$ cat src/msg_gen_pkg.sv
package msg_gen_pkg;

	// clock and reference timebase
	localparam int CLK_HZ = 20000000;
	localparam int REF_HZ = 38400;
	// common factor of both rates keeps the phase accumulator narrow
	localparam int NCO_GCD = 800;
	localparam int NCO_MOD = CLK_HZ / NCO_GCD;
	localparam int NCO_STEP = REF_HZ / NCO_GCD;
	localparam int NCO_W = 15;

	// divider: 10 stages, empty setting gives 1024 reference cycles per bit
	localparam int DIV_W = 10;
	localparam logic [DIV_W:0] DIV_EMPTY_HALF = 11'h200;
	localparam logic [DIV_W-1:0] DIV_RESET = 10'h000;

	// frame timing in half-bit units
	localparam logic [1:0] HALVES_BIT = 2'h2;
	localparam logic [1:0] HALVES_STOP_LONG = 2'h3;
	localparam int DATA_BITS = 5;

	// message store
	localparam int MSG_DEPTH = 80;
	localparam int IDX_W = 7;
	localparam int FIFO_DEPTH = 8;

	// register byte offsets
	localparam logic [7:0] OFS_CTRL = 8'h00;
	localparam logic [7:0] OFS_DIVIDE = 8'h04;
	localparam logic [7:0] OFS_MSG_WRITE = 8'h08;
	localparam logic [7:0] OFS_STATUS = 8'h0c;

	// control fields
	localparam int CTRL_MODE_LSB = 0;
	localparam int CTRL_POL_BIT = 3;
	localparam int CTRL_STRAP_BIT = 4;
	localparam logic [4:0] CTRL_RESET = 5'h01;

	// message write fields
	localparam int MW_EOM_BIT = 5;
	localparam int MW_IDX_LSB = 8;

	typedef enum logic [2:0] {
		MODE_REVERSALS,
		MODE_MARK,
		MODE_STEP,
		MODE_RUN,
		MODE_BURST
	} op_mode_t;

	typedef enum logic [1:0] {
		TX_IDLE,
		TX_START,
		TX_DATA,
		TX_STOP
	} tx_state_t;

	typedef struct packed {
		logic [IDX_W-1:0] idx;
		logic eom;
		logic [DATA_BITS-1:0] bits;
	} msg_entry_t;

	typedef struct packed {
		logic eom;
		logic [DATA_BITS-1:0] bits;
	} msg_word_t;

endpackage

$ cat src/msg_gen.sv
// Summary of operation
// - static polarity: mark negative by default, positive when selected
// - stop bit 1.0 unit, 1.5 when select input grounded or strap set
// - 38.4 kHz reference divided by 10-stage counter, even ratios only
// - divide factor is reference over baud times half, sum of weights
// - overall ratio stays even; software rounds non-integer factors
// - no weights selected gives 37.5 baud; all weights set gives the lowest rate
// - serial rates up to 19200 baud supported
// - store holds 80 entries, read in order, entry n sent nth
// - five data bits plus end flag; set bit is mark, clear is space
// - after the flagged entry the scanner returns to entry one
// - mark indicator output active whenever line is at mark
// - reversals mode ignores store, toggles line each bit period
// - mark mode holds steady mark, sends no characters
// - step mode sends one character per step pulse, then idles mark
// - run mode sends the message continuously, wrapping to entry one
// - burst mode sends from the current entry through the flagged entry once triggered
// - frame opens with space start bit and ends with mark stop bit
`timescale 1ns/1ps
`default_nettype none

module msg_fifo #(
	parameter int WIDTH = 13,
	parameter int DEPTH = 8
) (
	input wire logic core_clk,
	input wire logic rst_b,
	input wire logic ce,
	input wire logic in_valid,
	output logic in_ready,
	input wire logic [WIDTH-1:0] in_data,
	output logic out_valid,
	input wire logic out_ready,
	output logic [WIDTH-1:0] out_data
);
	localparam int AW = $clog2(DEPTH);

	logic [WIDTH-1:0] mem [DEPTH];
	logic [AW-1:0] wr_ptr;
	logic [AW-1:0] rd_ptr;
	logic [AW:0] count;
	wire push = ce & in_valid & in_ready;
	wire pop = ce & out_valid & out_ready;

	assign in_ready = (count != DEPTH[AW:0]);
	assign out_valid = (count != '0);
	assign out_data = mem[rd_ptr];

	always_ff @(posedge core_clk) begin
		if (push) begin
			mem[wr_ptr] <= in_data;
		end
	end

	always_ff @(posedge core_clk or negedge rst_b) begin
		if (!rst_b) begin
			wr_ptr <= '0;
			rd_ptr <= '0;
			count <= '0;
		end else begin
			if (push) begin
				wr_ptr <= (wr_ptr == AW'(DEPTH - 1)) ? '0 : wr_ptr + 1'b1;
			end
			if (pop) begin
				rd_ptr <= (rd_ptr == AW'(DEPTH - 1)) ? '0 : rd_ptr + 1'b1;
			end
			count <= count + (AW+1)'(push) - (AW+1)'(pop);
		end
	end
endmodule

module msg_gen #(
	parameter int DEPTH = msg_gen_pkg::MSG_DEPTH,
	parameter int FIFO_DEPTH = msg_gen_pkg::FIFO_DEPTH
) (
	input wire logic core_clk,
	input wire logic rst_b,
	input wire logic ce,
	input wire logic psel,
	input wire logic penable,
	input wire logic pwrite,
	input wire logic [7:0] paddr,
	input wire logic [31:0] pwdata,
	output logic [31:0] prdata,
	output logic pready,
	output logic pslverr,
	input wire logic step_in,
	input wire logic burst_in,
	input wire logic long_stop_b,
	output logic ser_out,
	output logic mark_ind
);
	localparam int EW = $bits(msg_gen_pkg::msg_entry_t);
	// registers
	logic [4:0] ctrl;
	logic [msg_gen_pkg::DIV_W-1:0] divide;
	msg_gen_pkg::msg_word_t store [DEPTH];

	// timebase
	logic [msg_gen_pkg::NCO_W-1:0] nco_acc;
	logic ref_tick;
	logic [msg_gen_pkg::DIV_W:0] div_cnt;

	// transmitter
	msg_gen_pkg::tx_state_t state;
	msg_gen_pkg::tx_state_t next_state;
	logic [msg_gen_pkg::IDX_W-1:0] scan_idx;
	logic [msg_gen_pkg::DATA_BITS-1:0] shreg;
	logic [2:0] bit_no;
	logic [1:0] half_cnt;
	logic last_eom;
	logic rev_mark;
	logic line_mark;
	logic step_prev;
	logic burst_prev;
	logic step_pend;
	logic burst_active;
	// bus decode
	wire setup = psel & ~penable;
	wire access = psel & penable & ~pready;
	wire done = psel & penable & pready;
	wire hit_ctrl = (paddr == msg_gen_pkg::OFS_CTRL);
	wire hit_div = (paddr == msg_gen_pkg::OFS_DIVIDE);
	wire hit_msg = (paddr == msg_gen_pkg::OFS_MSG_WRITE);
	wire hit_stat = (paddr == msg_gen_pkg::OFS_STATUS);
	wire mapped = hit_ctrl | hit_div | hit_msg | hit_stat;
	wire fifo_in_ready;
	// a full message queue stretches the access phase
	wire acc_ok = ~(pwrite & hit_msg) | fifo_in_ready;
	wire wr_done = done & pwrite & ~pslverr;
	// message queue between bus and store
	wire fifo_out_valid;
	wire fifo_out_ready;
	wire [EW-1:0] fifo_out;
	wire msg_gen_pkg::msg_entry_t entry_in = msg_gen_pkg::msg_entry_t'({
		pwdata[msg_gen_pkg::MW_IDX_LSB +: msg_gen_pkg::IDX_W],
		pwdata[msg_gen_pkg::MW_EOM_BIT:0]});
	wire msg_gen_pkg::msg_entry_t entry_out = fifo_out;
	// store updates wait for the line to go idle, so the queue really fills
	assign fifo_out_ready = (state == msg_gen_pkg::TX_IDLE);
	wire store_wr = ce & fifo_out_valid & fifo_out_ready &
		(entry_out.idx < DEPTH[msg_gen_pkg::IDX_W-1:0]);
	msg_fifo #(
		.WIDTH(EW),
		.DEPTH(FIFO_DEPTH)
	) u_fifo (
		.core_clk(core_clk),
		.rst_b(rst_b),
		.ce(ce),
		.in_valid(wr_done & hit_msg),
		.in_ready(fifo_in_ready),
		.in_data(entry_in),
		.out_valid(fifo_out_valid),
		.out_ready(fifo_out_ready),
		.out_data(fifo_out)
	);
	// control decode
	wire [2:0] mode_raw = ctrl[msg_gen_pkg::CTRL_MODE_LSB +: 3];
	wire pol_pos = ctrl[msg_gen_pkg::CTRL_POL_BIT];
	wire long_stop = ~long_stop_b | ctrl[msg_gen_pkg::CTRL_STRAP_BIT];
	wire is_rev = (mode_raw == msg_gen_pkg::MODE_REVERSALS);
	wire is_step = (mode_raw == msg_gen_pkg::MODE_STEP);
	wire is_run = (mode_raw == msg_gen_pkg::MODE_RUN);
	wire is_burst = (mode_raw == msg_gen_pkg::MODE_BURST);
	// reference tick: 38.4 kHz from the core clock by phase accumulation
	wire [msg_gen_pkg::NCO_W-1:0] nco_sum =
		nco_acc + msg_gen_pkg::NCO_W'(msg_gen_pkg::NCO_STEP);
	wire nco_wrap = (nco_sum >= msg_gen_pkg::NCO_W'(msg_gen_pkg::NCO_MOD));
	// half-bit period: factor in reference cycles, twice per bit keeps
	// the overall ratio even; an empty setting falls to 512
	wire [msg_gen_pkg::DIV_W:0] half_len = (divide == '0) ?
		msg_gen_pkg::DIV_EMPTY_HALF : {1'b0, divide};
	// the divider is held clear between frames, like the enable clamp
	wire div_run = (state != msg_gen_pkg::TX_IDLE) | is_rev;
	wire half_tick = div_run & ref_tick &
		(div_cnt == half_len - 1'b1);
	// triggers, taken on the rising level of the outside pulse
	wire step_rise = step_in & ~step_prev;
	wire burst_rise = burst_in & ~burst_prev;
	// whether another frame follows the current one
	wire want_frame = (is_step & step_pend) | is_run |
		(is_burst & (burst_active | burst_rise));
	// frame sequencing
	wire msg_gen_pkg::msg_word_t cur = store[scan_idx];
	wire [1:0] stop_halves = long_stop ? msg_gen_pkg::HALVES_STOP_LONG :
		msg_gen_pkg::HALVES_BIT;
	wire bit_end = half_tick & (half_cnt == msg_gen_pkg::HALVES_BIT - 1'b1);
	wire stop_end = half_tick & (half_cnt == stop_halves - 1'b1);
	wire last_bit = (bit_no == 3'(msg_gen_pkg::DATA_BITS - 1));
	wire start_go = (state == msg_gen_pkg::TX_IDLE) & want_frame &
		~is_rev & ~fifo_out_valid;
	wire frame_end = (state == msg_gen_pkg::TX_STOP) & stop_end;
	wire wrap_idx = last_eom |
		(scan_idx == msg_gen_pkg::IDX_W'(DEPTH - 1));
	wire [msg_gen_pkg::IDX_W-1:0] next_idx = wrap_idx ? '0 :
		scan_idx + 1'b1;
	always_comb begin
		next_state = state;
		unique case (state)
			msg_gen_pkg::TX_IDLE: begin
				if (start_go) begin
					next_state = msg_gen_pkg::TX_START;
				end
			end
			msg_gen_pkg::TX_START: begin
				if (bit_end) begin
					next_state = msg_gen_pkg::TX_DATA;
				end
			end
			msg_gen_pkg::TX_DATA: begin
				if (bit_end & last_bit) begin
					next_state = msg_gen_pkg::TX_STOP;
				end
			end
			msg_gen_pkg::TX_STOP: begin
				if (stop_end) begin
					next_state = msg_gen_pkg::TX_IDLE;
				end
			end
		endcase
	end
	// shift contents for the cycle after this one
	wire [msg_gen_pkg::DATA_BITS-1:0] next_shreg =
		(state == msg_gen_pkg::TX_START) ? shreg :
		(bit_end ? (shreg >> 1) : shreg);
	// line level in mark terms, from the shifted value so bits keep time
	logic next_mark;
	always_comb begin
		next_mark = 1'b1;
		unique case (next_state)
			msg_gen_pkg::TX_IDLE: next_mark = is_rev ? rev_mark : 1'b1;
			msg_gen_pkg::TX_START: next_mark = 1'b0;
			msg_gen_pkg::TX_DATA: next_mark = next_shreg[0];
			msg_gen_pkg::TX_STOP: next_mark = 1'b1;
		endcase
	end
	// read mux
	wire [31:0] status_word = {16'h0000, 1'b0, scan_idx,
		fifo_in_ready, fifo_out_valid, burst_active, step_pend,
		line_mark, 1'b0, state};
	wire [31:0] rd_mux = hit_ctrl ? {27'h0, ctrl} :
		hit_div ? {22'h0, divide} :
		hit_stat ? status_word : 32'h0;
	// bus slave
	always_ff @(posedge core_clk or negedge rst_b) begin
		if (!rst_b) begin
			pready <= 1'b0;
			pslverr <= 1'b0;
			prdata <= 32'h0;
		end else if (ce) begin
			pready <= access & acc_ok;
			if (setup) begin
				pslverr <= ~mapped;
			end
			if (access & ~pwrite) begin
				prdata <= rd_mux;
			end
		end
	end

	always_ff @(posedge core_clk or negedge rst_b) begin
		if (!rst_b) begin
			ctrl <= msg_gen_pkg::CTRL_RESET;
			divide <= msg_gen_pkg::DIV_RESET;
		end else if (ce & wr_done) begin
			if (hit_ctrl) begin
				ctrl <= pwdata[4:0];
			end
			if (hit_div) begin
				divide <= pwdata[msg_gen_pkg::DIV_W-1:0];
			end
		end
	end
	// message store; one end flag per message is software's job
	always_ff @(posedge core_clk or negedge rst_b) begin
		if (!rst_b) begin
			for (int i = 0; i < DEPTH; i++) begin
				store[i] <= '0;
			end
		end else if (store_wr) begin
			store[entry_out.idx] <= {entry_out.eom, entry_out.bits};
		end
	end

	// timebase
	always_ff @(posedge core_clk or negedge rst_b) begin
		if (!rst_b) begin
			nco_acc <= '0;
			ref_tick <= 1'b0;
		end else if (ce) begin
			nco_acc <= nco_wrap ?
				nco_sum - msg_gen_pkg::NCO_W'(msg_gen_pkg::NCO_MOD) : nco_sum;
			ref_tick <= nco_wrap;
		end
	end

	always_ff @(posedge core_clk or negedge rst_b) begin
		if (!rst_b) begin
			div_cnt <= '0;
		end else if (ce) begin
			if (!div_run | half_tick) begin
				div_cnt <= '0;
			end else if (ref_tick) begin
				div_cnt <= div_cnt + 1'b1;
			end
		end
	end
	// triggers; a new pulse outranks the clear in the same cycle
	always_ff @(posedge core_clk or negedge rst_b) begin
		if (!rst_b) begin
			step_prev <= 1'b0;
			burst_prev <= 1'b0;
			step_pend <= 1'b0;
			burst_active <= 1'b0;
		end else if (ce) begin
			step_prev <= step_in;
			burst_prev <= burst_in;
			if (step_rise & is_step) begin
				step_pend <= 1'b1;
			end else if (start_go | ~is_step) begin
				step_pend <= 1'b0;
			end
			if (burst_rise & is_burst) begin
				burst_active <= 1'b1;
			end else if ((frame_end & last_eom) | ~is_burst) begin
				burst_active <= 1'b0;
			end
		end
	end
	// transmitter state
	always_ff @(posedge core_clk or negedge rst_b) begin
		if (!rst_b) begin
			state <= msg_gen_pkg::TX_IDLE;
			half_cnt <= '0;
			bit_no <= '0;
		end else if (ce) begin
			state <= next_state;
			if (state != next_state) begin
				half_cnt <= '0;
			end else if (half_tick) begin
				half_cnt <= (half_cnt == msg_gen_pkg::HALVES_BIT - 1'b1 &&
					state != msg_gen_pkg::TX_STOP) ? '0 : half_cnt + 1'b1;
			end
			if (state == msg_gen_pkg::TX_START) begin
				bit_no <= '0;
			end else if (bit_end) begin
				bit_no <= bit_no + 1'b1;
			end
		end
	end
	// scanner and shifter
	always_ff @(posedge core_clk or negedge rst_b) begin
		if (!rst_b) begin
			scan_idx <= '0;
			shreg <= '0;
			last_eom <= 1'b0;
		end else if (ce) begin
			if (start_go) begin
				shreg <= cur.bits;
				last_eom <= cur.eom;
			end else begin
				shreg <= next_shreg;
			end
			if (frame_end) begin
				scan_idx <= next_idx;
			end
		end
	end
	// reversals toggle every bit period
	always_ff @(posedge core_clk or negedge rst_b) begin
		if (!rst_b) begin
			rev_mark <= 1'b1;
		end else if (ce) begin
			if (!is_rev) begin
				rev_mark <= 1'b1;
			end else if (bit_end) begin
				rev_mark <= ~rev_mark;
			end
		end
	end
	// line outputs
	always_ff @(posedge core_clk or negedge rst_b) begin
		if (!rst_b) begin
			line_mark <= 1'b1;
			mark_ind <= 1'b1;
			ser_out <= 1'b0;
		end else if (ce) begin
			line_mark <= next_mark;
			mark_ind <= next_mark;
			// high is the positive level
			ser_out <= pol_pos ? next_mark : ~next_mark;
		end
	end
endmodule

`default_nettype wire

$ cat config.mk
export PLATFORM = sky130hd
export DESIGN_NAME = msg_gen
export DESIGN_NICKNAME = d
export VERILOG_FILES = /design/src/msg_gen_pkg.sv /design/src/msg_gen.sv
export SDC_FILE = /design/constraint.sdc
export NUM_CORES = 1
export LEC_CHECK = 0
export ABC_AREA = 1
export BUFFER_PORTS_ARGS = -buffer_cell sky130_fd_sc_hd__buf_2
export CORE_ASPECT_RATIO = 0.7
export CORE_MARGIN = 4
export CORE_UTILIZATION = 45
export CTS_CLUSTER_DIAMETER = 200
export DETAILED_ROUTE_END_ITERATION = 7
export SYNTH_ARGS = -nofsm -noshare
export SYNTH_HDL_FRONTEND = slang
export SYNTH_SLANG_ARGS = --single-unit
$ cat constraint.sdc
create_clock -name core_clk -period 3.3 [get_ports core_clk]
set_input_delay 0.165 -clock core_clk [delete_from_list [all_inputs] [get_ports core_clk]]
set_output_delay 0.165 -clock core_clk [all_outputs]
set_load 0.01 [all_outputs]
**Yosys cells after proc, flatten, opt, wreduce, memory -nomap -nowiden**

Memory sizes are Yosys's and may differ from the RTL's.
Cells that the tools add are included.

- Register bits after elaboration: 593
- RAM bits: 104
- Bits of input ports: 49
- Output and inout port bits: 36
- Memories kept: 1

Memory list:

| name | words | width | rd ports | clocked after memory_dff | wr ports | line | RTL |
|---|---|---|---|---|---|---|---|
| u_fifo.mem | 8 | 13 | 1 | 0 | 1 | msg_gen.sv:38 | `logic [WIDTH-1:0] mem [DEPTH];` |

- $add $sub $neg: 12
- $lt $le $gt $ge: 5
- Equal/unequal tests: 24
- Muxes and demuxes: 41
- Bitwise logic cells: 62
- Reductions and logical operators: 29

Operators by type and width:

| cell | number |
|---|---|
| $bwmux 480 | 1 |
| $mux 15 | 4 |
| $bmux 6 s7 | 1 |
| $demux 6 s7 | 1 |
| $and 1x1->1 | 32 |
| $reduce_and 2->1 | 12 |
| $mux 11 | 2 |
| $mux 6 | 3 |
| $eq 8x4->1 const B | 2 |
| $ge 8x8->1 const B | 2 |
| $not 7->8 | 2 |
| $add 15x6->15 const B | 1 |
| $ge 15x15->1 const B | 1 |
| $mux 5 | 3 |
| $not 1->1 | 15 |
| $sub 15x15->15 const B | 1 |
| $mux 2 | 7 |
| $reduce_bool 2->1 | 7 |
| $or 1x1->1 | 13 |
| $eq 3x3->1 const B | 4 |
| $mux 3 | 4 |
| $add 11x1->11 const B | 1 |
| $eq 11x11->1 | 1 |
| $mux 1 | 11 |
| other kinds (31) | 42 |

**Longest topological paths before layout**

Gate-level depths: netlist of the first run.

- Depth in word-level cells: 14
- Gate-level depth with buffers: 23
- Gate-level depth less buffers: 23

**Cells and area by module**

Synthesis of the first run repeated with hierarchy kept, for this count alone.

- Cells, all modules: 3843
- Area, all modules: 32033.2 sq um

By module, submodules not included:

| module | times used | cells each | area each (sq um) | seq. area each (sq um) |
|---|---|---|---|---|
| msg_gen | 1 | 3318 | 26833.2 | 14092.3 |
| msg_fifo | 1 | 525 | 5200.0 | 3373.2 |

**Worst setup path after synthesis of the first run**

No wires, ideal clock.

- Path type: register to register
- Start: reg pslverr
- End: mem u_fifo.mem[0][0], enable pin
- Setup time: 0.400 ns
- Arrival: 2.143 ns
- Slack: 0.758 ns
- Cell stages (with the launch flop): 6
- Period minus slack after synthesis: 2.542 ns
- Path through: dfrtp_1 -> nor4_1 -> nand3_1 -> inv_1 -> nand2_1 -> nor3_1

- Word-level cells in the longest chain between the ends: 7

Ends and longest elaborated chain:

| element | line | RTL |
|---|---|---|
| start, declared | msg_gen.sv:86 | `output logic pslverr,` |
| start signal, assigned | msg_gen.sv:253 | `pslverr <= ~mapped;` |
| $not 1->1 | msg_gen.sv:130 | `wire wr_done = done & pwrite & ~pslverr;` |
| $and 1x1->1 | msg_gen.sv:130 |  |
| $and 1x1->1 | msg_gen.sv:150 | `.in_valid(wr_done & hit_msg),` |
| $and 1x1->1 (2 in a row) | msg_gen.sv:42 | `wire push = ce & in_valid & in_ready;` |
| net u_fifo.push | msg_gen.sv:42 |  |
| $mux 1 | msg_gen.sv:50 | `if (push) begin` |
| $mux 1 (implied by the code) | msg_gen.sv:51 | `mem[wr_ptr] <= in_data;` |
| end, declared | msg_gen.sv:38 |  |

The timed path passes the listed nets, and every way through them passes these cells.

**Final worst setup path of the first run**

- Start: reg u_fifo.rd_ptr[0]
- End: reg store[387] (netlist bit)

- Word-level cells in the longest chain between the ends: 7

Ends and longest elaborated chain:

| element | line | RTL |
|---|---|---|
| start, declared | msg_gen.sv:40 | `logic [AW-1:0] rd_ptr;` |
| start signal, assigned | msg_gen.sv:65 | `rd_ptr <= (rd_ptr == AW'(DEPTH - 1)) ? '0 : rd_ptr + 1'b1;` |
| $mem_v2 8x13 * | n/a |  |
| $not 7->8 (implied by the code) | msg_gen.sv:281 | `store[entry_out.idx] <= {entry_out.eom, entry_out.bits};` |
| $ge 8x8->1 (implied by the code) / $lt 8x1->1 (equally long branches) | msg_gen.sv:281 |  |
| $logic_and 1x1->1 (implied by the code) | msg_gen.sv:281 |  |
| $mux 6 (implied by the code) | msg_gen.sv:281 |  |
| $demux 6 s7 | msg_gen.sv:281 |  |
| $bwmux 480 | msg_gen.sv:281 |  |
| end signal, assigned by index | msg_gen.sv:281 |  |
| end, declared | msg_gen.sv:97 | `msg_gen_pkg::msg_word_t store [DEPTH];` |

Mark *: on every way between the ends. The rest lies on a longest branch, timed or not.
A chain may end at the register's enable or synchronous reset.

==> results.cfg, run 1 <==
[worst_setup_path]
rr_startpoint = u_fifo.rd_ptr[0]
cp-start-kind = register
worstReg2RegEnd = store[387]
cp_max_fo = 37
required_ps = 3790
crit_start = u_fifo.rd_ptr[0]
cp.arrival_ps = 3480
criticalPathCategory = reg2reg
ff2ff_path_depth = 10
setup.worst_path.end = store[387]
r2r_setup_slack_ps = 310
cp-end-kind = register

[final_layout]
final_common_cell = nand2_1
design_area_mm2 = 0.0355
ff_latch_area_mm2 = 0.0175
multi_input_area_mm2 = 0.0124
n_antenna_cell = 0
area_growth_pct = 12.3
layout-drive-gt1-share_pct = 10.3
num-nets-final = 3615
fin_util_pct = 51.5
layout_common_cells = nand2_1, dfrtp_1, o21ai_1
fill_cells = 6433
fin_cells = 4499

[cts]
path_clk_slew_ps = 60
clockBufferDepth = 3
cts_tree = yes
cts_root_buf = clkbuf_16
numClockSinks = 677
clk_latency_ps = 630
h-tree-depth = 3
cts_buffers = 69

[power_and_ir_drop]
leakage_nw = 15.4
max-vdd-ir-drop_v = 0.000786
powerDensity_mw_per_mm2 = 805
total_power_mw = 28.6

[drt]
route.detailed.drc = 0
first_pass_iters = 5
ant_nets = 0
vias = 25000
routedWlPerCell_um = 19.6
vias_per_cell = 5.55
drtIter0Drc = 2599
route.final.wire_length_um = 88200

[floorplan]
die_area_mm2 = 0.0746
core_mm2 = 0.0689
core.rowCount = 80
ios = 85
die_w_um = 325
start_util_pct = 45.9
die_y_um = 230

[logic_synthesis]
ys_ff_latch = 677
synth_edf_count = 104
syn_area_per_cell_um2 = 8.89
synth_area_mm2 = 0.0316
synth_cell_types = 65
synth_warnings = 0
yosysSeqAreaShare_pct = 55.3
synthArstFlopShare_pct = 84.6
synthCells = 3553
synthFlopType = dfrtp_1

[timing]
fin_worst_skew_ps = 17.0
hold_slack_ps = 82.1
hold_viol = 0
tightest_slew_ps = 711
period_share_pct = 90.6
rsz0062_at_grt = no
slew_viol_final = 0
fin_tns_setup_ps = 0
setup_viol = 0
maxSlewHeadroom_pct = 51.6
fin_crit_ps = 2990
fmax_mhz = 335
layout_setup_ws_ps = 312

[placed_design]
dp_cells = 4345
dpl_worst_slack_ps = 172
gp_congestion = 0.838
dpl_cell_area_mm2 = 0.0329
dpl.hpwl_um = 56700
numPortBuffers = 50

[run_status]
status = finished, final reports clean

[grt]
grt_pass1_vias = 23600
grt_pass1_wl_um = 140000
grt_max_degree = 101
grt_use_total_pct = 23.6
grt.overflow.total = 0
antenna_found_initial = 1

[min_path]
min_path_type = in2async

[flow_run]
cap_violations = 0
[cell usage after synthesis (20+ instances only)]
| cell type | instances | area (um2) |
|---|---|---|
| o211ai_1 | 39 | 293 |
| o21ai_2 | 29 | 254 |
| dfrtp_1 | 570 | 14300 |
| inv_1 | 132 | 495 |
| nand3_1 | 57 | 285 |
| nand2_1 | 814 | 3060 |
| o21ai_0 | 392 | 1960 |
| o221ai_1 | 67 | 587 |
| nor3_1 | 25 | 125 |
| edfxtp_1 | 104 | 3120 |
| nor2_1 | 324 | 1220 |
| clkbuf_1 | 144 | 541 |
| ha_1 | 20 | 250 |
| o22ai_1 | 68 | 425 |
| o21ai_1 | 398 | 1990 |
| a21oi_1 | 66 | 330 |
| buf_2 | 84 | 420 |
[metal layers]
| layer | track usage [%] | vias up | part of all wire, % |
|---|---|---|---|
| li1 | - | 12100 | - |
| met4 | 5.16 | 0 | 1.8 |
| met5 | 0 | - | 0 |
| met3 | 5.76 | 111 | 7.7 |
| met1 | 37.6 | 12100 | 50 |
| met2 | 32.2 | 697 | 40 |
[worst min-delay path by stage]
stage                   from          to  slack [ps]  cells past startpoint
detailed placement     rst_b  store[447]         180                      1
global placement       rst_b  store[446]         170                      1
CTS                 paddr[0]   prdata[2]          90                      7
floorplan              rst_b   bit_no[0]        -130                      0
global route           rst_b  store[440]         140                      2
finish                 rst_b  store[441]          80                      2
[where the power goes]
group	internal, mW	switching, mW
clock	4.35	3.43
sequential	10.4	1.11
combinational	3.03	6.22
total	17.8	10.8
[what timing repair did]
item                       4_1_cts  5_1_grt
hold buffers                    30        0
buffers inserted                 0        1
hold endpoints to repair       188        0
setup endpoints to repair        0       86
resized for setup                0        1
[area by class of cell]
type,count,share of cell area (%)
sequential,677,49.3
multi-input combinational,2478,35.0
clock buffer,100,5.65
timing repair buffer,179,4.73
tap,902,3.18
inverter,140,1.53
clock inverter,23,0.607
[worst max-delay path: stages (launching register included)]
cell	delay (ps)
dfrtp_1	420
buf_12	190
inv_6	210
buf_4	260
o21ai_0	170
a31oi_4	500
nand2_4	120
nor2_4	330
nand2_1	390
nand2_1	150
o21ai_1	80
[sequential cells by signal, indices dropped and copies added (netlist names), 3 cells and up]
signal         cells
bit_no             3
ctrl               5
div_cnt           11
divide            10
nco_acc           12
prdata            15
scan_idx           7
shreg              5
store            480
u_fifo.count       4
u_fifo.mem       104
u_fifo.rd_ptr      3
u_fifo.wr_ptr      3
[cells by family (layout without fill, tap and decap cells)]
group / Yosys count / after routing / synth area share (%)
XOR/XNOR: 21 / 21 / 0.582
buffers and inverters: 414 / 442 / 5.95
flip-flops: 677 / 677 / 55.3
multiplexers: 8 / 8 / 0.261
adder cells (fa/ha/maj): 21 / 21 / 0.855
AND/OR/NAND/NOR: 1300 / 1300 / 17.1
AO/OA/AOI/OAI: 1111 / 1111 / 19.9
other: 1 / 17 / 0.0119
No activity file was read; power rests on OpenSTA's default activity.
==> run 2: changes to the inputs <==
- CORE_UTILIZATION: 45 -> 50
- PLACE_DENSITY: default -> 0.66
- SLEW_MARGIN: default -> 20
- clock period: 3.3 -> 2.9 ns (I/O delays scaled with it)
==> run 2 against run 1 <==
Compared with the run above:
- clock skew down 0.54 ps
- cell area up 0.93%
- routed wire length up 1.6%
- sequential share of layout area down 0.45 points
- first-iteration DRC count up 12%
- largest cell class unchanged
- via count up 5.3%
- register-to-register slack worse by 180 ps
- highest routed layer unchanged
- sequential cell count unchanged
- global-route usage up 3.0 points
- critical path depth up 3
==> results.cfg, run 2 (synthesis results as in run 1) <==
[run_status]
status = finished, final reports clean

[worst_setup_path]
required_ps = 3430
r2r_setup_slack_ps = 130
worstReg2RegEnd = shreg[2]
cp-start-kind = register
cp.arrival_ps = 3300
cp-end-kind = register
ff2ff_path_depth = 13
criticalPathCategory = reg2reg
cp_max_fo = 67
rr_startpoint = scan_idx[1]
crit_start = scan_idx[1]

[final_layout]
layout-drive-gt1-share_pct = 11.4
top_register = store
area_growth_pct = 13.3
fill_cells = 5265
final_common_cell = nand2_1
largest_reg_flops = 480
design_area_mm2 = 0.0358
layout_common_cells = nand2_1, dfrtp_1, o21ai_1
largestRegisters = store x480, u_fifo.mem x104, prdata x15
num-nets-final = 3641
n_antenna_cell = 0

[drt]
first_pass_iters = 5
route.final.wire_length_um = 89600
route.detailed.drc = 0
vias_per_cell = 5.92
drtIter0Drc = 2898
vias = 26300
wl_met1_um = 41600
ant_nets = 0
routedWlPerCell_um = 20.2
top_layer_used = met4
route.met2.wl_um = 38000
met3_length_um = 8140

[grt]
grt_pass1_vias = 24700
grt_pass1_wl_um = 141000
grt_use_total_pct = 26.6
antenna_found_initial = 0
grt_max_degree = 95
grt.overflow.total = 0

[cts]
numClockSinks = 677
clk_latency_ps = 630
cts_root_buf = clkbuf_16
path_clk_slew_ps = 70
cts_buffers = 67
h-tree-depth = 3
cts_tree = yes
clockBufferDepth = 3

[floorplan]
die_w_um = 308
start_util_pct = 51.0
die_y_um = 218
ios = 85
core.rowCount = 76
die_area_mm2 = 0.0673
core_mm2 = 0.0620

[placed_design]
numPortBuffers = 50
gp_congestion = 0.912
dpl_worst_slack_ps = 22.1
dpl.hpwl_um = 56800
dpl_cell_area_mm2 = 0.0331

[timing]
fin_worst_skew_ps = 16.5
fmax_mhz = 361
fin_crit_ps = 2770
layout_setup_ws_ps = 131
period_share_pct = 95.5
maxSlewHeadroom_pct = 41.5
setup_viol = 0
slew_viol_final = 0
tightest_slew_ps = 859
hold_viol = 0
rsz0062_at_grt = yes

[flow_run]
cap_violations = 0

[power_and_ir_drop]
max-vdd-ir-drop_v = 0.00105
leakage_nw = 15.7
powerDensity_mw_per_mm2 = 917

[min_path]
whs_path_depth = 7
hold_end = pready
min_path_type = in2reg
hp-start = paddr[7]
-- run 2: changes by cell type in the layout (fill, tap and decap cells not counted), moves of 4 or more --
cell	previous run	this run
dfrtp_1	567	562
bufinv_16	1	5
dfrtp_2	0	6
buf_4	69	90
buf_12	30	41
dlygate4sd3_1	30	26
-- run 2: worst max-delay path by stage --
stage                  endpoint  slack (ps)
3_3_place_gp         store[283]        -180
2_1_floorplan  u_fifo.mem[0][0]         360
6_report               shreg[2]         130
3_5_place_dp        scan_idx[5]          20
4_1_cts             scan_idx[5]          20
5_1_grt               store[49]         -10
-- run 2: stage by stage --
step                      setup TNS, ps  std cells  utilization, %  hold WS, ps  total power [mW]
final                                 0       4442            57.8         47.9              32.8
after global routing              -9.81       4442            57.8         65.9              34.6
after CTS                             0       4427            57.4         16.3              32.5
after detailed placement              0       4280            53.3          275              23.4
after global placement            -7800       4280            53.3          270              23.0
after floorplan                       0       3569               -         -151              19.5
-- run 2: critical path: stages (launching register included) --
cell,delay (ps)
dfrtp_4,610
clkinv_2,140
buf_12,300
o21ai_0,140
o221ai_1,410
o211ai_1,150
nand2_1,100
nand2_1,120
nand2_1,100
o21ai_0,90
buf_4,160
a21oi_1,120
o21ai_0,90
o21ai_0,80
-- run 2: area by class of cell --
cell class              instances  area, um2  area share [%]
repair buffers                207       2020            5.63
flip-flops and latches        677      17500            48.8
clock buffers                 101       2010            5.61
multi-input cells            2478      12500            34.8
well taps                     819       1020            2.86
clock inverters                20        264           0.737
inverters                     140        542            1.51
-- run 2: power breakdown --
group | internal (mW) | total, mW | leakage (nW) | switching [mW]
clock network | 5.27 | 9.08 | 1.12 | 3.81
logic | 3.47 | 10.6 | 5.86 | 7.09
registers | 11.9 | 13.2 | 8.69 | 1.32
total | 20.6 | 32.8 | 15.7 | 12.2
-- run 2: repair_timing --
item,4_1_cts,5_1_grt
endpoints found under the hold margin,204,0
setup endpoints to repair,0,222
buffers inserted,0,15
hold buffers,26,0
resized for setup,0,17
-- run 2: routing by layer --
metal  vias to the layer above  GRT usage (%)
met5                         -              0
met4                         0           6.81
met3                       147           6.07
met2                      1093           38.1
met1                     12900           41.0
li1                      12100              -
